File: config.mk
export PLATFORM = sky130hd
export DESIGN_NAME = hpc_slot_ctrl
export DESIGN_NICKNAME = d
export VERILOG_FILES = /design/src/rtl/hpc_pkg.sv /design/src/rtl/hpc_slot_ctrl.sv
export SDC_FILE = /design/constraint.sdc
export NUM_CORES = 1
export LEC_CHECK = 0
export BUFFER_PORTS_ARGS = -buffer_cell sky130_fd_sc_hd__buf_4
export CORE_MARGIN = 3
export CORE_UTILIZATION = 36
export CTS_BUF_LIST = sky130_fd_sc_hd__clkbuf_16
export CTS_CLUSTER_SIZE = 16
export DETAILED_ROUTE_END_ITERATION = 16
export PLACE_DENSITY = 0.69
export SETUP_SLACK_MARGIN = 0.4
export SLEW_MARGIN = 5
export SYNTH_ARGS = -nofsm -noshare
export SYNTH_HDL_FRONTEND = slang
export SYNTH_SLANG_ARGS = --single-unit
File: constraint.sdc
create_clock -name ref_clk -period 3.3 [get_ports ref_clk]
set_input_delay 0.33 -clock ref_clk [delete_from_list [all_inputs] [get_ports ref_clk]]
set_output_delay 0.33 -clock ref_clk [all_outputs]
set_load 0.005 [all_outputs]
File: src/rtl/hpc_pkg.sv
package hpc_pkg;

	// Per-slot sequencing states.
	typedef enum logic [1:0] {
		ST_OFF,
		ST_UP,
		ST_ON,
		ST_DOWN
	} hpc_slot_e;

	// Register byte offsets on the Avalon-MM slave.
	localparam logic [3:0] OFS_CTRL     = 4'h0;
	localparam logic [3:0] OFS_STATUS   = 4'h4;
	localparam logic [3:0] OFS_IRQ_STAT = 4'h8;
	localparam logic [3:0] OFS_IRQ_MASK = 4'hc;

	// Field lanes; a lane holds one bit per slot, so its low bit sits at
	// lane times the slot count.
	localparam int LANE_LOCATE  = 0;
	localparam int LANE_ATTN    = 1;
	localparam int LANE_POWERED = 0;
	localparam int LANE_BUSY    = 1;
	localparam int LANE_FLT_IN  = 2;
	localparam int LANE_EV_BTN  = 0;
	localparam int LANE_EV_FLT  = 1;
	localparam int LANE_EV_DONE = 2;

	// Reset values.
	localparam logic [31:0] RST_CTRL     = 32'h0000_0000;
	localparam logic [31:0] RST_IRQ_STAT = 32'h0000_0000;
	localparam logic [31:0] RST_IRQ_MASK = 32'h0000_0000;

	// Blink timing: 1 Hz, half period on and half off.
	localparam int CLK_HZ        = 50_000_000;
	localparam int BLINK_HALF_MS = 500;
	localparam int BLINK_HALF_CYC = (CLK_HZ / 1000) * BLINK_HALF_MS;

	// Slots with hot-plug support: two behind each of two expanders.
	localparam int HP_SLOTS = 4;

endpackage

File: src/rtl/hpc_slot_ctrl.sv
`timescale 1ns/1ns
// How it works
// - The green power LED goes dark only after every main rail of the slot reads as removed.
// - The green power LED is steadily lit while the slot is powered.
// - The green power LED blinks for the whole power-up or power-down transition.
// - The amber attention LED is off normally and steadily lit on a power fault or a software-flagged problem.
// - The amber attention LED blinks while a software locate request for the slot is active and no fault event or software flag holds it steadily lit.
// - An attention button press starts a hot-plug sequence by itself, with no software involved.
// - Each slot switches its 12 V, 3.3 V and aux 3.3 V rails on its own and reports a fault on current limit or voltage trip.
// - A slot can be powered down or up while all other slots and the bus interface keep running.
// - Slot sequencing follows the native serial-bus hot-plug model: button, blinking transition, power LED, attention LED.
// - Four slots carry hot-plug button, LEDs and power control; no others do.
module hpc_slot_ctrl #(
	parameter int N_SLOTS   = hpc_pkg::HP_SLOTS,
	parameter int HALF_CYC  = hpc_pkg::BLINK_HALF_CYC
) (
	input  wire logic               ref_clk,
	input  wire logic               rst_b,
	input  wire logic [3:0]         avs_address,
	input  wire logic               avs_read,
	input  wire logic               avs_write,
	input  wire logic [3:0]         avs_byteenable,
	input  wire logic [31:0]        avs_writedata,
	output logic      [31:0]        avs_readdata,
	output logic                    avs_waitrequest,
	output logic                    irq,
	input  wire logic [N_SLOTS-1:0] attn_btn,
	input  wire logic [N_SLOTS-1:0] cur_limit,
	input  wire logic [N_SLOTS-1:0] volt_fail,
	input  wire logic [N_SLOTS-1:0] good_12v,
	input  wire logic [N_SLOTS-1:0] good_3v3,
	input  wire logic [N_SLOTS-1:0] good_aux,
	output logic      [N_SLOTS-1:0] en_12v,
	output logic      [N_SLOTS-1:0] en_3v3,
	output logic      [N_SLOTS-1:0] en_aux,
	output logic      [N_SLOTS-1:0] power_led,
	output logic      [N_SLOTS-1:0] attn_led
);

	localparam int CW = $clog2(HALF_CYC);
	localparam int LW = 3 * N_SLOTS;

	hpc_pkg::hpc_slot_e         st_ff [N_SLOTS];
	hpc_pkg::hpc_slot_e         nxt_st [N_SLOTS];
	logic [CW-1:0]              blink_cnt_ff;
	logic                       blink_ff;
	logic [N_SLOTS-1:0]         btn_q_ff;
	logic [N_SLOTS-1:0]         press;
	logic [N_SLOTS-1:0]         fault;
	logic [N_SLOTS-1:0]         rails_up;
	logic [N_SLOTS-1:0]         rails_down;
	logic [N_SLOTS-1:0]         done;
	logic [N_SLOTS-1:0]         locate_ff;
	logic [N_SLOTS-1:0]         attn_sw_ff;
	logic [LW-1:0]              irq_stat_ff;
	logic [LW-1:0]              irq_mask_ff;
	logic [LW-1:0]              nxt_irq_stat;
	logic [LW-1:0]              ev_set;
	logic [LW-1:0]              ev_clr;
	logic [31:0]                wmask;
	logic [31:0]                be_bits;
	logic [31:0]                nxt_rdata;
	logic                       wr_go;
	logic [N_SLOTS-1:0]         powered;
	logic [N_SLOTS-1:0]         busy;
	logic [N_SLOTS-1:0]         flt_ev;

	// Byte enables widened to a bit mask.
	function automatic logic [31:0] be_mask(input logic [3:0] be);
		be_mask = {{8{be[3]}}, {8{be[2]}}, {8{be[1]}}, {8{be[0]}}};
	endfunction

	// Field of one lane out of a word.
	function automatic logic [N_SLOTS-1:0] lane(input logic [31:0] w,
	                                           input int l);
		lane = N_SLOTS'(w >> (l * N_SLOTS));
	endfunction

	assign be_bits = be_mask(avs_byteenable);
	assign wmask  = be_bits & avs_writedata;
	assign wr_go  = avs_write && !avs_waitrequest;
	assign press  = attn_btn & ~btn_q_ff;
	assign fault  = cur_limit | volt_fail;
	assign rails_up   = good_12v & good_3v3 & good_aux;
	assign rails_down = ~(good_12v | good_3v3 | good_aux);
	assign flt_ev = irq_stat_ff[hpc_pkg::LANE_EV_FLT*N_SLOTS +: N_SLOTS];

	// Free-running divider; the phase flips every half period.
	always_ff @(posedge ref_clk or negedge rst_b) begin
		if (!rst_b) begin
			blink_cnt_ff <= '0;
			blink_ff     <= 1'b0;
		end else if (blink_cnt_ff == CW'(HALF_CYC - 1)) begin
			blink_cnt_ff <= '0;
			blink_ff     <= ~blink_ff;
		end else begin
			blink_cnt_ff <= blink_cnt_ff + 1'b1;
		end
	end

	always_ff @(posedge ref_clk or negedge rst_b) begin
		if (!rst_b) begin
			btn_q_ff <= '0;
		end else begin
			btn_q_ff <= attn_btn;
		end
	end

	// Each slot sequences on its own; the others are untouched.
	always_comb begin
		for (int i = 0; i < N_SLOTS; i++) begin
			nxt_st[i] = st_ff[i];
			done[i]   = 1'b0;
			case (st_ff[i])
				hpc_pkg::ST_OFF: begin
					if (press[i]) begin
						nxt_st[i] = hpc_pkg::ST_UP;
					end
				end
				hpc_pkg::ST_UP: begin
					if (fault[i]) begin
						nxt_st[i] = hpc_pkg::ST_DOWN;
					end else if (rails_up[i]) begin
						nxt_st[i] = hpc_pkg::ST_ON;
						done[i]   = 1'b1;
					end
				end
				hpc_pkg::ST_ON: begin
					if (fault[i] || press[i]) begin
						nxt_st[i] = hpc_pkg::ST_DOWN;
					end
				end
				hpc_pkg::ST_DOWN: begin
					if (rails_down[i]) begin
						nxt_st[i] = hpc_pkg::ST_OFF;
						done[i]   = 1'b1;
					end
				end
				default: begin
					nxt_st[i] = hpc_pkg::ST_OFF;
				end
			endcase
		end
	end

	always_ff @(posedge ref_clk or negedge rst_b) begin
		if (!rst_b) begin
			for (int i = 0; i < N_SLOTS; i++) begin
				st_ff[i] <= hpc_pkg::ST_OFF;
			end
		end else begin
			for (int i = 0; i < N_SLOTS; i++) begin
				st_ff[i] <= nxt_st[i];
			end
		end
	end

	// Rails and LEDs, all registered.
	always_ff @(posedge ref_clk or negedge rst_b) begin
		if (!rst_b) begin
			en_12v    <= '0;
			en_3v3    <= '0;
			en_aux    <= '0;
			power_led <= '0;
			attn_led  <= '0;
		end else begin
			for (int i = 0; i < N_SLOTS; i++) begin
				en_12v[i] <= powered[i] || st_ff[i] == hpc_pkg::ST_UP;
				en_3v3[i] <= powered[i] || st_ff[i] == hpc_pkg::ST_UP;
				en_aux[i] <= powered[i] || st_ff[i] == hpc_pkg::ST_UP;
				power_led[i] <= powered[i] || (busy[i] && blink_ff);
				if (flt_ev[i] || attn_sw_ff[i]) begin
					attn_led[i] <= 1'b1;
				end else begin
					attn_led[i] <= locate_ff[i] && blink_ff;
				end
			end
		end
	end

	always_comb begin
		for (int i = 0; i < N_SLOTS; i++) begin
			powered[i] = st_ff[i] == hpc_pkg::ST_ON;
			busy[i]    = st_ff[i] == hpc_pkg::ST_UP ||
			             st_ff[i] == hpc_pkg::ST_DOWN;
		end
	end

	// Sticky events; a new event wins over a clear in the same cycle.
	always_comb begin
		ev_set = '0;
		ev_set[hpc_pkg::LANE_EV_BTN*N_SLOTS +: N_SLOTS]  = press;
		ev_set[hpc_pkg::LANE_EV_FLT*N_SLOTS +: N_SLOTS]  =
			fault & (powered | busy);
		ev_set[hpc_pkg::LANE_EV_DONE*N_SLOTS +: N_SLOTS] = done;
		ev_clr = '0;
		if (wr_go && avs_address == hpc_pkg::OFS_IRQ_STAT) begin
			ev_clr = wmask[LW-1:0];
		end
		nxt_irq_stat = (irq_stat_ff & ~ev_clr) | ev_set;
	end

	always_ff @(posedge ref_clk or negedge rst_b) begin
		if (!rst_b) begin
			irq_stat_ff <= hpc_pkg::RST_IRQ_STAT[LW-1:0];
			irq         <= 1'b0;
		end else begin
			irq_stat_ff <= nxt_irq_stat;
			irq         <= |(irq_stat_ff & irq_mask_ff);
		end
	end

	// Software-writable control and mask; byte enables honoured.
	always_ff @(posedge ref_clk or negedge rst_b) begin
		if (!rst_b) begin
			locate_ff   <= hpc_pkg::RST_CTRL[hpc_pkg::LANE_LOCATE*N_SLOTS +:
			                                 N_SLOTS];
			attn_sw_ff  <= hpc_pkg::RST_CTRL[hpc_pkg::LANE_ATTN*N_SLOTS +:
			                                 N_SLOTS];
			irq_mask_ff <= hpc_pkg::RST_IRQ_MASK[LW-1:0];
		end else if (wr_go) begin
			if (avs_address == hpc_pkg::OFS_CTRL) begin
				locate_ff  <= lane(wmask, hpc_pkg::LANE_LOCATE) |
				              (locate_ff & ~lane(be_mask(avs_byteenable),
				                                 hpc_pkg::LANE_LOCATE));
				attn_sw_ff <= lane(wmask, hpc_pkg::LANE_ATTN) |
				              (attn_sw_ff & ~lane(be_mask(avs_byteenable),
				                                  hpc_pkg::LANE_ATTN));
			end
			if (avs_address == hpc_pkg::OFS_IRQ_MASK) begin
				irq_mask_ff <= wmask[LW-1:0] |
				               (irq_mask_ff & ~be_bits[LW-1:0]);
			end
		end
	end

	always_comb begin
		nxt_rdata = 32'h0000_0000;
		case (avs_address)
			hpc_pkg::OFS_CTRL: begin
				nxt_rdata[hpc_pkg::LANE_LOCATE*N_SLOTS +: N_SLOTS] = locate_ff;
				nxt_rdata[hpc_pkg::LANE_ATTN*N_SLOTS +: N_SLOTS]   = attn_sw_ff;
			end
			hpc_pkg::OFS_STATUS: begin
				nxt_rdata[hpc_pkg::LANE_POWERED*N_SLOTS +: N_SLOTS] = powered;
				nxt_rdata[hpc_pkg::LANE_BUSY*N_SLOTS +: N_SLOTS]    = busy;
				nxt_rdata[hpc_pkg::LANE_FLT_IN*N_SLOTS +: N_SLOTS]  = fault;
			end
			hpc_pkg::OFS_IRQ_STAT: begin
				nxt_rdata[LW-1:0] = irq_stat_ff;
			end
			hpc_pkg::OFS_IRQ_MASK: begin
				nxt_rdata[LW-1:0] = irq_mask_ff;
			end
			default: begin
				nxt_rdata = 32'h0000_0000;
			end
		endcase
	end

	// One wait cycle per access: read data is loaded as waitrequest drops.
	always_ff @(posedge ref_clk or negedge rst_b) begin
		if (!rst_b) begin
			avs_waitrequest <= 1'b1;
			avs_readdata    <= 32'h0000_0000;
		end else if ((avs_read || avs_write) && avs_waitrequest) begin
			avs_waitrequest <= 1'b0;
			avs_readdata    <= nxt_rdata;
		end else begin
			avs_waitrequest <= 1'b1;
		end
	end

	generate
		for (genvar g = 0; g < N_SLOTS; g++) begin : g_chk
			property p_green_off;
				@(posedge ref_clk) disable iff (!rst_b)
				st_ff[g] == hpc_pkg::ST_DOWN && rails_down[g] |=>
					st_ff[g] == hpc_pkg::ST_OFF ##1 !power_led[g];
			endproperty
			a_green_off: assert property (p_green_off)
				else $error("power LED not dark after rails removed");

			property p_green_on;
				@(posedge ref_clk) disable iff (!rst_b)
				st_ff[g] == hpc_pkg::ST_ON |=> power_led[g];
			endproperty
			a_green_on: assert property (p_green_on)
				else $error("power LED not lit on powered slot");

			property p_green_blink;
				@(posedge ref_clk) disable iff (!rst_b)
				busy[g] |=> power_led[g] == $past(blink_ff);
			endproperty
			a_green_blink: assert property (p_green_blink)
				else $error("power LED not blinking in transition");

			property p_amber_fault;
				@(posedge ref_clk) disable iff (!rst_b)
				flt_ev[g] |=> attn_led[g];
			endproperty
			a_amber_fault: assert property (p_amber_fault)
				else $error("attention LED not lit on fault");

			property p_locate;
				@(posedge ref_clk) disable iff (!rst_b)
				locate_ff[g] && !flt_ev[g] && !attn_sw_ff[g] |=>
					attn_led[g] == $past(blink_ff);
			endproperty
			a_locate: assert property (p_locate)
				else $error("attention LED not blinking for locate");

			property p_press_up;
				@(posedge ref_clk) disable iff (!rst_b)
				st_ff[g] == hpc_pkg::ST_OFF && press[g] |=>
					st_ff[g] == hpc_pkg::ST_UP ##1 en_12v[g] && en_aux[g];
			endproperty
			a_press_up: assert property (p_press_up)
				else $error("button press did not apply power");

			property p_fault_trip;
				@(posedge ref_clk) disable iff (!rst_b)
				st_ff[g] == hpc_pkg::ST_ON && fault[g] |=>
					st_ff[g] == hpc_pkg::ST_DOWN && flt_ev[g]
					##1 !en_12v[g] && !en_3v3[g];
			endproperty
			a_fault_trip: assert property (p_fault_trip)
				else $error("fault did not remove power and flag");

			property p_press_down;
				@(posedge ref_clk) disable iff (!rst_b)
				st_ff[g] == hpc_pkg::ST_ON && press[g] |=>
					busy[g] ##1 !en_3v3[g];
			endproperty
			a_press_down: assert property (p_press_down)
				else $error("button press did not remove power");
		end
	endgenerate

	property p_blink_div;
		@(posedge ref_clk) disable iff (!rst_b)
		blink_cnt_ff == CW'(HALF_CYC - 1) |=> blink_ff != $past(blink_ff);
	endproperty
	a_blink_div: assert property (p_blink_div)
		else $error("blink phase did not flip at half period");

	c_power_up: cover property (@(posedge ref_clk) disable iff (!rst_b)
		st_ff[0] == hpc_pkg::ST_UP ##1 st_ff[0] == hpc_pkg::ST_ON);
	c_power_dn: cover property (@(posedge ref_clk) disable iff (!rst_b)
		st_ff[0] == hpc_pkg::ST_DOWN ##1 st_ff[0] == hpc_pkg::ST_OFF);
	c_fault: cover property (@(posedge ref_clk) disable iff (!rst_b)
		st_ff[1] == hpc_pkg::ST_ON && fault[1]);
	c_irq: cover property (@(posedge ref_clk) disable iff (!rst_b)
		$rose(irq));

endmodule // hpc_slot_ctrl

# Word level (Yosys, flattened, before mapping)

Cells that the tools add are included.

Add/subtract/negate cells: 1
Eq/ne operators: 32
Multiplexer cells: 49
Bitwise operators: 24
Reductions and logical operators: 45

Operator list:

| operator                | number |
|---|---|
| $and A12 B12 Y12        | 4 |
| $mux W2                 | 20 |
| $pmux W2 S4             | 4 |
| $pmux W8 S4             | 1 |
| $add A25 B1 Y25 const B | 1 |
| $eq A25 B25 Y1 const B  | 1 |
| $mux W25                | 1 |
| $and A4 B4 Y4           | 6 |
| $not A12 Y12            | 2 |
| $or A12 B12 Y12         | 2 |
| $or A4 B4 Y4            | 6 |
| $logic_or A1 B1 Y1      | 21 |
| $mux W1                 | 17 |
| $eq A2 B2 Y1 const B    | 8 |
| $ne A2 B2 Y1 const B    | 8 |
| $reduce_and A4 Y1       | 4 |
| $mux W12                | 1 |
| $ne A3 B3 Y1 const B    | 4 |
| $not A4 Y4              | 3 |
| $pmux W4 S3             | 1 |
| $reduce_or A12 Y1       | 1 |
| $logic_and A1 B1 Y1     | 11 |
| $eq A2 B1 Y1 const B    | 4 |
| $eq A4 B4 Y1 const B    | 2 |
| 8 further kinds         | 18 |

Bits in registers: 96
Input bits: 68
Logic and storage cells: 168

# Logic depth before layout (Yosys ltp)

Gate-level depths: netlist of the first run.

Word-level depth: 7
Mapped depth: 6
Gate-level depth less buffers: 6

# Worst setup path before layout of the first run

Ideal clock, no wire load.

Kind: register -> register
From: register st_ff[3] in the netlist's numbering
To: register avs_readdata[6]
Setup time: 121 ps
Arrival: 1,589 ps
Slack: 1,590 ps
Cell stages (with the launch flop): 6
Period minus slack after synthesis: 1,710 ps
Cells stage by stage: dfrtp_1 -> inv_1 -> ha_1 -> or2_2 -> mux4_2 -> a22o_1

Cells in the longest elaborated chain, start to end: 3
Elaborated cells on any way between the ends: 4
Classes of those cells: eq/ne (2); mux (1); reduce/logical (1)

RTL lines:

| item                                                | line                                       | RTL |
|---|---|---|
| from (decl)                                         | hpc_slot_ctrl.sv:43                        | `hpc_pkg::hpc_slot_e st_ff [N_SLOTS];` |
| from (signal, indexed assignment)                   | hpc_slot_ctrl.sv:149                       | `st_ff[i] <= hpc_pkg::ST_OFF;` |
| from (signal, indexed assignment)                   | hpc_slot_ctrl.sv:153                       | `st_ff[i] <= nxt_st[i];` |
| $eq A2 B1 Y1 / $eq A2 B2 Y1 (equally long branches) | hpc_slot_ctrl.sv:184, hpc_slot_ctrl.sv:185 |  |
| $logic_or A1 B1 Y1 (*)                              | hpc_slot_ctrl.sv:184                       | `busy[i] = st_ff[i] == hpc_pkg::ST_UP \|\|` |
| $pmux W8 S4 (*)                                     | hpc_slot_ctrl.sv:239                       | `case (avs_address)` |
| to (signal assigned)                                | hpc_slot_ctrl.sv:268                       | `avs_readdata <= nxt_rdata;` |
| to (decl)                                           | hpc_slot_ctrl.sv:24                        | `output logic [31:0] avs_readdata,` |

Mark *: on every way between the ends. The rest lies on a longest branch, timed or not.
A chain may end at the register's enable or synchronous reset.

# Worst setup path after layout of the first run

From: register blink_cnt_ff[2]
To: register blink_ff

Cells in the longest elaborated chain, start to end: 1

RTL lines:

| item                   | line                | RTL |
|---|---|---|
| from (decl)            | hpc_slot_ctrl.sv:45 | `logic [CW-1:0] blink_cnt_ff;` |
| from (signal assigned) | hpc_slot_ctrl.sv:97 | `blink_cnt_ff <= blink_cnt_ff + 1'b1;` |
| $eq A25 B25 Y1         | hpc_slot_ctrl.sv:93 | `end else if (blink_cnt_ff == CW'(HALF_CYC - 1)) begin` |
| to (signal assigned)   | hpc_slot_ctrl.sv:95 | `blink_ff <= ~blink_ff;` |
| to (decl)              | hpc_slot_ctrl.sv:46 | `logic blink_ff;` |

Every way passes these cells.

==> Implementation_results.wiki, run 1 <==
{| class="wikitable"
! Metric !! Value
|-
| Pin count of the biggest net entering global routing || 78
|-
| Wire length of the first global-routing pass || 18000 µm
|-
| Total vias in the final route || 3761
|-
| Number of placed I/O pins || 122
|-
| Synthesized area divided by synthesized cell count || 10.8 µm²
|-
| Drt via density || 5.28
|-
| Reg-to-reg critical path startpoint || blink_cnt_ff[2]
|-
| Pin slew with the least headroom to its limit || 0.909 ns
|-
| Global Route met1 Usage || 0.192
|-
| Core box area || 13400 µm²
|-
| Die Footprint || 15300 µm²
|-
| Routing usage on met2 || 0.246
|-
| Area contributors post-synth || dfrtp_1 (48%), mux2_2 (5.7%), ha_1 (4.5%), buf_4 (4.2%), nand2_1 (3.0%)
|-
| Total number of nets in the final design || 617
|-
| Placement row count || 42
|-
| PD cells || 609 nW/µm²
|-
| Synth warn || 0
|-
| Flip-flop and latch count after synthesis || 96
|-
| Period minus WS final || 2.15 ns
|-
| Chip Height || 124 µm
|-
| Buffers inserted during post-CTS setup optimization || 0
|-
| Number of clock sinks seen by CTS || 96
|-
| Remaining global-route overflow || 0
|-
| Width of the die || 124 µm
|-
| Nature of the critical path endpoint || register
|-
| Number of port buffers || 79
|-
| Final setup TNS || 0 ns
|-
| Cell area after placement || 5600 µm²
|-
| Number of DRC violations after detailed-routing iteration 0 || 258
|-
| Worst R2R Path Depth || 4
|-
| Power, Total || 0.00359 W
|-
| Fraction of final layout cells sized beyond drive strength 1 || 0.256
|-
| Biggest area consumer among synthesized cells || dfrtp_1
|-
| Post-Route WL || 11300 µm
|-
| Clk root buf || clkbuf_16
|-
| Sequential element share of the synthesized area || 0.483
|-
| Tcrit/Tclk final || 0.653
|-
| Finish-stage setup viols || 0
|-
| Status || complete, no violations
|-
| Cells on Worst Hold Path || 1
|-
| Count of unique library cells instantiated by Yosys || 55
|-
| Clock-pin slew on the worst setup and hold paths || 0.07 ns
|-
| Number of violations of the max-capacitance limit || 0
|-
| Library cell with the highest instance count after synthesis || dfrtp_1
|-
| GRT busiest layer || met2
|-
| Maximum root-to-sink buffer count || 2
|-
| Fraction of power consumed by the clock network || 0.284
|-
| Vias in the first global route || 3634
|-
| Switching power || 0.00108 W
|-
| Share of the synthesized area in the top cell type || 0.478
|-
| IR drop worst, VDD || 0.265 mV
|-
| Class of the most critical setup path || register to register
|-
| Gate Count Post-Synth || 459
|-
| Initial antenna violation count || 0
|-
| Kind of start point of the critical path || register
|-
| Endpoint required time on the critical path || 3.49 ns
|-
| Hold path startpoint || attn_btn[3]
|-
| Global placement routability congestion || 0.836
|-
| H-tree levels || 3
|-
| Hold-critical path endpoint || btn_q_ff[3]
|-
| Hold Vio Cnt, Final || 0
|-
| Met3 global-route usage || 0.0421
|-
| Worst skew pair latency || 0.34 ns
|-
| Count of unresolved DRC violations after routing || 0
|-
| Antenna viol nets, final || 0
|-
| Initial Utilization || 0.371
|-
| Relative max-transition margin || 0.390
|-
| Number of diodes added for antenna fixing || 0
|-
| Util after Layout || 0.440
|-
| Number of non-filler instances in the completed layout || 712
|-
| Switching share of power || 0.301
|-
| Unrepaired setup endpoints after global routing || false
|-
| Post-route cell area || 5900 µm²
|-
| Wire length per cell after detailed routing || 15.8 µm
|-
| Instance count after placement with tap cells included || 695
|-
| Netlist area before placement || 4970 µm²
|-
| Post-DP HPWL || 8330 µm
|-
| Crit path DAT || 2.34 ns
|-
| Relative contribution of combinational cells to total power || 0.291
|-
| Overall global routing resource usage || 0.151
|-
| Share of flip-flops with an asynchronous set or reset after synthesis || 1.00
|-
| RR Endpoint || blink_ff
|-
| Area grow syn2layout || 18.6%
|-
| Final Skew || 0.00733 ns
|-
| Leading cell types by count after synthesis || dfrtp_1 (95), nand2_1 (40), buf_4 (28)
|-
| Sequential share of power || 0.425
|-
| Class of the tightest hold or removal check || input port to register
|-
| LEAKAGE || 2.65 nW
|-
| Ys flop type || dfrtp_1
|-
| Number of buffers created by CTS || 9
|-
| Count of flip-flops with a built-in enable after synthesis || 0
|-
| Highest fanout seen on the critical path || 19
|-
| Reg-to-reg setup timing slack || 1.15 ns
|-
| Max-slew violation count || 0
|-
| TritonCTS clock tree || yes
|-
| Power Internal || 0.00251 W
|-
| Pre-Repair DR Iteration Count || 4
|-
| Timing-limited maximum frequency || 0.464 GHz
|}
==> layout make-up <==
type	count	area (µm²)
inverters	20	75.1
clock inverters	7	62.6
repair buffers	81	623
fillers	1244	7500
flip-flops and latches	96	2400
multi-input cells	323	2290
well taps	176	220
clock buffers	9	225
==> critical path: stages (launching register included) <==
cell and delay (ns):
dfrtp_1 0.41, and3_1 0.27, nand3_2 0.34, nor4_4 0.85, xor2_1 0.13
==> layer usage <==
metal	up-vias	wire, µm
met1	1857	4830
li1	1777	-
met5	-	0
met3	11	694
met2	116	5570
met4	0	153
==> logic make-up after synthesis <==
logic type                 Yosys count  share of synthesized area
other                                1                   0.000754
adders and majority gates           18                     0.0453
xor gates and xnor gates            12                     0.0211
DFF                                 96                      0.483
muxes                               33                     0.0827
and+or+nand+nor                    138                      0.152
buffers and inverters               59                     0.0707
AOI/OAI and AO/OA                  102                      0.145
==> repair_timing <==
| action | in CTS | in global routing |
|---|---|---|
| gates resized for setup | 0 | 0 |
| hold endpoints to repair | 18 | 0 |
| hold buffers | 1 | 0 |
==> worst max-delay path by stage <==
stage	startpoint	endpoint	slack [ns]	cells after the start
after floorplan	st_ff[3]	avs_readdata[6]	1.59	5
after global placement	blink_cnt_ff[0]	blink_ff	1.17	4
after detailed placement	blink_cnt_ff[0]	blink_ff	1.11	4
after CTS	blink_cnt_ff[0]	blink_ff	1.10	4
after global routing	blink_cnt_ff[0]	blink_ff	0.87	4
final	blink_cnt_ff[2]	blink_ff	1.15	4
==> power groups by stage <==
stage,Clock [W],Sequential [W],Combinational (W)
floorplan,0,0.00151,0.000710
global placement,0,0.00153,0.00101
detailed placement,0,0.00155,0.00105
CTS,0.00104,0.00152,0.00105
global route,0.00108,0.00155,0.00117
finish,0.00102,0.00153,0.00105
==> stage by stage <==
step	worst slack [ns]	hold slack [ns]
floorplan	1.59	0.0344
global placement	1.17	0.221
detailed placement	1.11	0.228
CTS	1.10	0.106
global route	0.875	0.104
finish	1.15	0.118
==> placed cells by master, fill, tap and decap left out, drive strengths merged, types with 8 or more instances in the layout <==
cell / n
a22o: 11
conb: 20
ha: 18
o21ai: 26
a21oi: 14
nor3: 11
nand2: 40
inv: 20
clkbuf: 9
or4: 9
buf: 80
xor2: 9
nor2: 24
o31ai: 8
nand3: 15
dfrtp: 95
mux2: 25
o2bb2ai: 8
No activity file was read; power rests on OpenSTA's default activity.
==> inputs of run 2 (changes only) <==
==> constraint.sdc (replaced) <==
create_clock -name ref_clk -period 2 [get_ports ref_clk]
set_input_delay 0.2 -clock ref_clk [delete_from_list [all_inputs] [get_ports ref_clk]]
set_output_delay 0.2 -clock ref_clk [all_outputs]
set_load 0.005 [all_outputs]
==> Implementation_results.wiki, run 2 (synthesized netlist as in run 1, its figures left out) <==
{| class="wikitable"
! Metric !! Value
|-
| Pin count of the biggest net entering global routing || 43 (was 78)
|-
| Class of the most critical setup path || register to register (unchanged)
|-
| Number of port buffers || 79 (unchanged)
|-
| Crit path DAT || 1.93 ns (was 2.34 ns)
|-
| Number of clock sinks seen by CTS || 96 (unchanged)
|-
| Post-Route WL || 12700 µm (was 11300 µm)
|-
| LEAKAGE || 2.97 nW (was 2.65 nW)
|-
| Max-slew violation count || 0 (unchanged)
|-
| Kind of start point of the critical path || register (unchanged)
|-
| Pre-CTS worst setup slack || 0.194 ns (was 1.11 ns)
|-
| Count of unresolved DRC violations after routing || 0 (unchanged)
|-
| IR drop worst, VDD || 0.444 mV (was 0.265 mV)
|-
| H-tree levels || 3 (unchanged)
|-
| Placement row count || 42 (unchanged)
|-
| Total vias in the final route || 4009 (was 3761)
|-
| Number of buffers created by CTS || 9 (unchanged)
|-
| Overall global routing resource usage || 0.162 (was 0.151)
|-
| Hold Vio Cnt, Final || 0 (unchanged)
|-
| TritonCTS clock tree || yes (unchanged)
|-
| Chip Height || 124 µm (unchanged)
|-
| Drt via density || 5.21 (was 5.28)
|-
| Clock-pin slew on the worst setup and hold paths || 0.07 ns (about the same)
|-
| Post-DP HPWL || 8640 µm (was 8330 µm)
|-
| Nature of the critical path endpoint || register (unchanged)
|-
| Initial antenna violation count || 0 (unchanged)
|-
| Initial Utilization || 0.371 (unchanged)
|-
| Core box area || 13400 µm² (unchanged)
|-
| Pre-Repair DR Iteration Count || 4 (unchanged)
|-
| Timing-limited maximum frequency || 0.599 GHz (was 0.464 GHz)
|-
| Minimum setup slack in the final design || 0.332 ns (was 1.15 ns)
|-
| Number of placed I/O pins || 122 (unchanged)
|-
| Die Footprint || 15300 µm² (unchanged)
|-
| Instance count after placement with tap cells included || 708 (was 695)
|-
| Period minus WS final || 1.67 ns (was 2.15 ns)
|-
| Number of diodes added for antenna fixing || 0 (unchanged)
|-
| Power, Total || 0.00677 W (was 0.00359 W)
|-
| Number of DRC violations after detailed-routing iteration 0 || 339 (was 258)
|-
| Most frequent standard cell in the layout excluding fill and tap cells || buf_4 (was dfrtp_1)
|-
| Unrepaired setup endpoints after global routing || true (was false)
|-
| Wire length of the first global-routing pass || 19500 µm (was 18000 µm)
|-
| PD cells || 1010 nW/µm² (was 609 nW/µm²)
|-
| Finish-stage setup viols || 0 (unchanged)
|-
| Status || complete, no violations (unchanged)
|-
| Maximum root-to-sink buffer count || 2 (unchanged)
|-
| Highest fanout seen on the critical path || 7 (was 19)
|-
| Area grow syn2layout || 34.9% (was 18.6%)
|-
| Global placement routability congestion || 0.847 (was 0.836)
|-
| Total number of nets in the final design || 674 (was 617)
|-
| Final setup TNS || 0 ns (unchanged)
|-
| Final-layout worst hold slack || 0.111 ns (was 0.118 ns)
|-
| Wire length per cell after detailed routing || 16.5 µm (was 15.8 µm)
|-
| Worst skew pair latency || 0.34 ns (about the same)
|-
| Width of the die || 124 µm (unchanged)
|-
| Remaining global-route overflow || 0 (unchanged)
|-
| Clk root buf || clkbuf_16 (unchanged)
|-
| Most used cells in the layout excluding fill and tap cells || buf_4 (128), dfrtp_1 (83), nand2_1 (39), mux2_2 (23), nor2_1 (22) (was dfrtp_1 (95), buf_4 (79), nand2_1 (40), o21ai_0 (25), mux2_2 (25))
|-
| Fraction of final layout cells sized beyond drive strength 1 || 0.427 (was 0.256)
|-
| Endpoint required time on the critical path || 2.27 ns (was 3.49 ns)
|-
| Relative max-transition margin || 0.617 (was 0.390)
|-
| Pin slew with the least headroom to its limit || 0.575 ns (was 0.909 ns)
|-
| Class of the tightest hold or removal check || input port to register (unchanged)
|-
| Number of non-filler instances in the completed layout || 769 (was 712)
|-
| Final Skew || 0.00514 ns (was 0.00733 ns)
|-
| Tcrit/Tclk final || 0.834 (was 0.653)
|-
| Antenna viol nets, final || 0 (unchanged)
|-
| Number of violations of the max-capacitance limit || 0 (unchanged)
|-
| Vias in the first global route || 3934 (was 3634)
|-
| Filler Cell Count || 1171 (was 1244)
|}
run 2: critical path: stages (launching register included):
cell and delay, ns:
dfrtp_1 0.49, and3_1 0.22, nand2_1 0.20, or4_1 0.49, a21oi_2 0.18
run 2: path summary, 6_finish.rpt:
check	slack, ns	depth (start not counted)	from	endpoint
max	0.33	4	blink_cnt_ff[5]	blink_cnt_ff[21]
max in group asynchronous	0.99	3	rst_b	blink_cnt_ff[10]
min in group asynchronous	0.39	2	rst_b	en_aux[1]
min	0.11	2	avs_writedata[9]	register
max reg2reg	0.33	4	blink_cnt_ff[5]	blink_cnt_ff[21]
min reg2reg	0.49	2	avs_readdata[9]	avs_readdata[9]
run 2: through the flow:
step / area (µm²) / utilization
after CTS: 6390 / 0.477
final: 6710 / 0.501
after floorplan: 5130 / -
after detailed placement: 5780 / 0.432
after global routing: 6710 / 0.501
after global placement: 5780 / 0.432
run 2: area by class of cell:
type	count	area, µm²	area share
multi-input combinational	325	2660	0.396
sequential	96	2420	0.360
timing repair buffer	136	1050	0.157
clock buffer	9	225	0.0336
tap	176	220	0.0328
inverter	20	75.1	0.0112
clock inverter	7	62.6	0.00932
run 2: metal layers:
metal  wire length [µm]  share of wire  global-route usage  vias to the layer above
met5                  0              0                   0                        -
met3                788          0.062              0.0293                       13
li1                   -              -                   -                     1899
met2               6670           0.53               0.283                      127
met4                148          0.012              0.0484                        0
met1               5070           0.40               0.205                     1970
run 2: report_power, final:
| part | total, W | switching, W | internal, W |
|---|---|---|---|
| clock | 0.00170 | 0.000745 | 0.000959 |
| sequential | 0.00260 | 0.000332 | 0.00227 |
| combinational | 0.00247 | 0.00103 | 0.00144 |
run 2: what timing repair did:
| action | CTS | global route |
|---|---|---|
| gates resized for setup | 25 | 50 |
| setup buffers | 25 | 13 |
| cloned | 1 | 1 |
| pin swaps | 8 | 9 |
| hold endpoints to repair | 42 | 0 |
| hold buffers | 5 | 0 |
| endpoints found under the setup margin | 35 | 39 |
==> inputs of run 3 (changes only) <==
--- a/config.mk
+++ b/config.mk
@@ -5,13 +5,14 @@
 export SDC_FILE = /design/constraint.sdc
 export NUM_CORES = 1
 export LEC_CHECK = 0
+export ABC_AREA = 1
 export BUFFER_PORTS_ARGS = -buffer_cell sky130_fd_sc_hd__buf_4
 export CORE_MARGIN = 3
 export CORE_UTILIZATION = 36
 export CTS_BUF_LIST = sky130_fd_sc_hd__clkbuf_16
 export CTS_CLUSTER_SIZE = 16
 export DETAILED_ROUTE_END_ITERATION = 16
-export PLACE_DENSITY = 0.69
+export PLACE_DENSITY = 0.7
 export SETUP_SLACK_MARGIN = 0.4
 export SLEW_MARGIN = 5
 export SYNTH_ARGS = -nofsm -noshare
==> constraint.sdc (replaced) <==
create_clock -name ref_clk -period 1.5 [get_ports ref_clk]
set_input_delay 0.15 -clock ref_clk [delete_from_list [all_inputs] [get_ports ref_clk]]
set_output_delay 0.15 -clock ref_clk [all_outputs]
set_load 0.005 [all_outputs]
==> Implementation_results.wiki, run 3 <==
{| class="wikitable"
! Metric !! Value
|-
| Status || complete, no violations (unchanged)
|-
| Post-Route WL || 14600 µm (was 12700 µm)
|-
| Worst skew pair latency || 0.35 ns (was 0.34 ns)
|-
| Crit path DAT || 1.60 ns (was 1.93 ns)
|-
| Unrepaired setup endpoints after global routing || true (unchanged)
|-
| Nature of the critical path endpoint || register (unchanged)
|-
| H-tree levels || 3 (unchanged)
|-
| Total vias in the final route || 4888 (was 4009)
|-
| Antenna viol nets, final || 0 (unchanged)
|-
| Max-slew violation count || 0 (unchanged)
|-
| Ys flop type || dfrtp_1 (unchanged)
|-
| Highest fanout seen on the critical path || 3 (was 7)
|-
| RR Endpoint || blink_cnt_ff[6] (was blink_cnt_ff[21])
|-
| Power, Total || 0.00897 W (was 0.00677 W)
|-
| Wire length per cell after detailed routing || 14.8 µm (was 16.5 µm)
|-
| Share of flip-flops with an asynchronous set or reset after synthesis || 1.00 (unchanged)
|-
| Tcrit/Tclk final || 0.913 (was 0.834)
|-
| Total number of nets in the final design || 890 (was 674)
|-
| Die Footprint || 16000 µm² (was 15300 µm²)
|-
| Count of flip-flops with a built-in enable after synthesis || 0 (unchanged)
|-
| Initial Utilization || 0.373 (was 0.371)
|-
| CP Buf/Inv Count || 2 (was 0)
|-
| Drt via density || 4.95 (was 5.21)
|-
| Pin slew with the least headroom to its limit || 0.529 ns (was 0.575 ns)
|-
| Library cell with the highest instance count after synthesis || nand2_1 (was dfrtp_1)
|-
| LEAKAGE || 3.44 nW (was 2.97 nW)
|-
| Number of diodes added for antenna fixing || 0 (unchanged)
|-
| Slowest cell on crit path || dfrtp_1 (unchanged)
|-
| Vias in the first global route || 4677 (was 3934)
|-
| Hold path startpoint || avs_writedata[8] (was avs_writedata[9])
|-
| Remaining global-route overflow || 0 (unchanged)
|-
| Period minus WS final || 1.37 ns (was 1.67 ns)
|-
| Post-synthesis mux area share || 0 (was 0.0827)
|-
| Endpoint required time on the critical path || 1.73 ns (was 2.27 ns)
|-
| Synth warn || 0 (unchanged)
|-
| Share of the synthesized area in the top cell type || 0.454 (was 0.478)
|-
| Final Skew || 0.00675 ns (was 0.00514 ns)
|-
| Reg-to-reg critical path startpoint || blink_cnt_ff[0] (was blink_cnt_ff[5])
|-
| Chip Height || 127 µm (was 124 µm)
|-
| Timing-limited maximum frequency || 0.730 GHz (was 0.599 GHz)
|-
| Fraction of the mapped netlist area in compound gates || 0.0935 (was 0.145)
|-
| Leading cell types by count after synthesis || nand2_1 (207), dfrtp_1 (95), nor2_1 (79) (was dfrtp_1 (95), nand2_1 (40), buf_4 (28))
|-
| Count of unresolved DRC violations after routing || 0 (unchanged)
|-
| Filler Cell Count || 1307 (was 1171)
|-
| Most frequent standard cell in the layout excluding fill and tap cells || nand2_1 (was buf_4)
|-
| Flip-flop and latch count after synthesis || 96 (unchanged)
|-
| Kind of cell adding the most delay to the critical path || flip-flops (was simple AND/OR/NAND/NOR gates)
|-
| Final setup TNS || 0 ns (unchanged)
|-
| CP peak stage delay || 0.40 ns (was 0.49 ns)
|-
| Netlist area before placement || 5230 µm² (was 4970 µm²)
|-
| Number of placed I/O pins || 122 (unchanged)
|-
| Reg-to-reg setup timing slack || 0.13 ns (was 0.33 ns)
|-
| Wire length of the first global-routing pass || 23100 µm (was 19500 µm)
|-
| Area grow syn2layout || 39.3% (was 34.9%)
|-
| Number of DRC violations after detailed-routing iteration 0 || 368 (was 339)
|-
| Synthesized-area fraction occupied by and/or/nand/nor cells || 0.288 (was 0.152)
|-
| Worst-path cell chain || ha_4, buf_4, nand3_4, nor2_4, buf_6, xor2_1, nor2_1 (was and3_1, nand2_1, or4_1, a21oi_2)
|-
| Kind of start point of the critical path || register (unchanged)
|-
| Class of the tightest hold or removal check || input port to register (unchanged)
|-
| Adder-cell share of the synthesized area || 0.0431 (was 0.0453)
|-
| Width of the die || 127 µm (was 124 µm)
|-
| Cells on Worst Hold Path || 3 (was 2)
|-
| Synthesized area divided by synthesized cell count || 7.65 µm² (was 10.8 µm²)
|-
| Clk root buf || clkbuf_16 (unchanged)
|-
| Count of unique library cells instantiated by Yosys || 29 (was 55)
|-
| TritonCTS clock tree || yes (unchanged)
|-
| Class of the most critical setup path || register to register (unchanged)
|-
| Area contributors post-synth || dfrtp_1 (45%), nand2_1 (15%), nor2_1 (5.7%), inv_1 (5.2%), o21ai_0 (5.1%) (was dfrtp_1 (48%), mux2_2 (5.7%), ha_1 (4.5%), buf_4 (4.2%), nand2_1 (3.0%))
|-
| Worst R2R Path Depth || 7 (was 4)
|-
| IR drop worst, VDD || 1.24 mV (was 0.444 mV)
|-
| Most used cells in the layout excluding fill and tap cells || nand2_1 (183), buf_4 (109), dfrtp_1 (87), inv_1 (60), nor2_1 (56) (was buf_4 (128), dfrtp_1 (83), nand2_1 (39), mux2_2 (23), nor2_1 (22))
|-
| Register area || 2410 µm² (was 2420 µm²)
|-
| XOR/XNOR Fraction of Synth Area || 0.0151 (was 0.0211)
|-
| Core box area || 14000 µm² (was 13400 µm²)
|-
| Biggest area consumer among synthesized cells || dfrtp_1 (unchanged)
|-
| Clock-pin slew on the worst setup and hold paths || 0.06 ns (was 0.07 ns)
|-
| Overall global routing resource usage || 0.180 (was 0.162)
|-
| Gate Count Post-Synth || 684 (was 459)
|-
| Number of clock sinks seen by CTS || 96 (unchanged)
|-
| Fraction of final layout cells sized beyond drive strength 1 || 0.353 (was 0.427)
|-
| Number of port buffers || 79 (unchanged)
|-
| PD cells || 1230 nW/µm² (was 1010 nW/µm²)
|-
| Pre-Repair DR Iteration Count || 5 (was 4)
|-
| Relative max-transition margin || 0.646 (was 0.617)
|-
| Sequential element share of the synthesized area || 0.459 (was 0.483)
|-
| Initial antenna violation count || 0 (unchanged)
|-
| Maximum root-to-sink buffer count || 2 (unchanged)
|-
| Multi-input logic area || 3080 µm² (was 2660 µm²)
|-
| Hold Vio Cnt, Final || 0 (unchanged)
|-
| Global placement routability congestion || 0.933 (was 0.847)
|-
| Pin count of the biggest net entering global routing || 32 (was 43)
|-
| Finish-stage setup viols || 0 (unchanged)
|-
| Placement row count || 43 (was 42)
|-
| Number of buffers created by CTS || 9 (unchanged)
|-
| Number of violations of the max-capacitance limit || 0 (unchanged)
|-
| Main combinational cell family by area after synthesis || simple AND/OR/NAND/NOR gates (unchanged)
|-
| Post-DP HPWL || 9680 µm (was 8640 µm)
|}
==> run 3: changes by cell type in the layout (fill, tap and decap cells not counted), sizes merged, moves of 13 or more <==
cell and delta:
inv +51, nand3 +39, nor2 +65, o21ai +47, nand2 +171, buf -13
mux2 -25
==> run 3: per-layer routing <==
layer	global-route usage	share of wire
met1	0.238	0.42
met2	0.294	0.50
met3	0.0442	0.054
met4	0.0479	0.017
met5	0	0
==> run 3: worst max path at each step <==
stage | endpoint | depth (start not counted) | from | slack [ns]
floorplan | blink_ff | 8 | blink_cnt_ff[0] | 0.25
CTS | blink_cnt_ff[22] | 7 | blink_cnt_ff[16] | 0.17
global placement | blink_cnt_ff[19] | 8 | blink_cnt_ff[0] | 0.11
global route | blink_ff | 8 | blink_cnt_ff[0] | 0.06
detailed placement | blink_cnt_ff[11] | 6 | blink_cnt_ff[0] | 0.08
finish | blink_cnt_ff[6] | 7 | blink_cnt_ff[0] | 0.13
==> run 3: repair_timing <==
| item | 4_1_cts | 5_1_grt |
|---|---|---|
| pin swaps | 57 | 55 |
| hold buffers | 5 | 0 |
| buffers inserted | 19 | 10 |
| endpoints found under the hold margin | 27 | 0 |
| gates resized for setup | 114 | 79 |
| endpoints found under the setup margin | 76 | 80 |
| cloned | 2 | 1 |
==> run 3: final cells by class <==
type                            count  share of cell area
Tap cell                          180              0.0309
Sequential cell                    96               0.331
Clock buffer                        9              0.0309
Clock inverter                      5             0.00704
Multi-Input combinational cell    501               0.422
Timing Repair Buffer              123               0.137
Timing Repair inverter              1             0.00103
Inverter                           72              0.0398
==> run 3: through the flow <==
stage,setup WS (ns),hold slack [ns],utilization,std cells,instance area (µm²)
after detailed placement,0.0824,0.105,0.433,936,6080
after global routing,0.0614,0.0455,0.519,987,7290
after global placement,0.106,0.104,0.433,936,6080
after CTS,0.167,0.0545,0.494,976,6940
final,0.130,0.0526,0.519,987,7290
after floorplan,0.251,-0.146,-,703,5420
==> run 3: kinds of logic (layout without fill, tap and decap cells) <==
family | after synthesis | after routing
xor gates and xnor gates | 9 | 9
buffers and inverters | 108 | 210
adders and majority gates | 18 | 18
other | 1 | 20
DFF | 96 | 96
AOI/OAI and AO/OA | 91 | 91
and+or+nand+nor | 361 | 363
==> run 3: power breakdown <==
| group | internal (W) | switching, W | total, W |
|---|---|---|---|
| clock network | 0.00126 | 0.000974 | 0.00224 |
| registers | 0.00303 | 0.000483 | 0.00351 |
| logic | 0.00157 | 0.00166 | 0.00323 |
==> run 3: worst min-delay path, stage by stage <==
cell and delay, ns:
buf_4 0.11, inv_1 0.04, o21ai_1 0.06
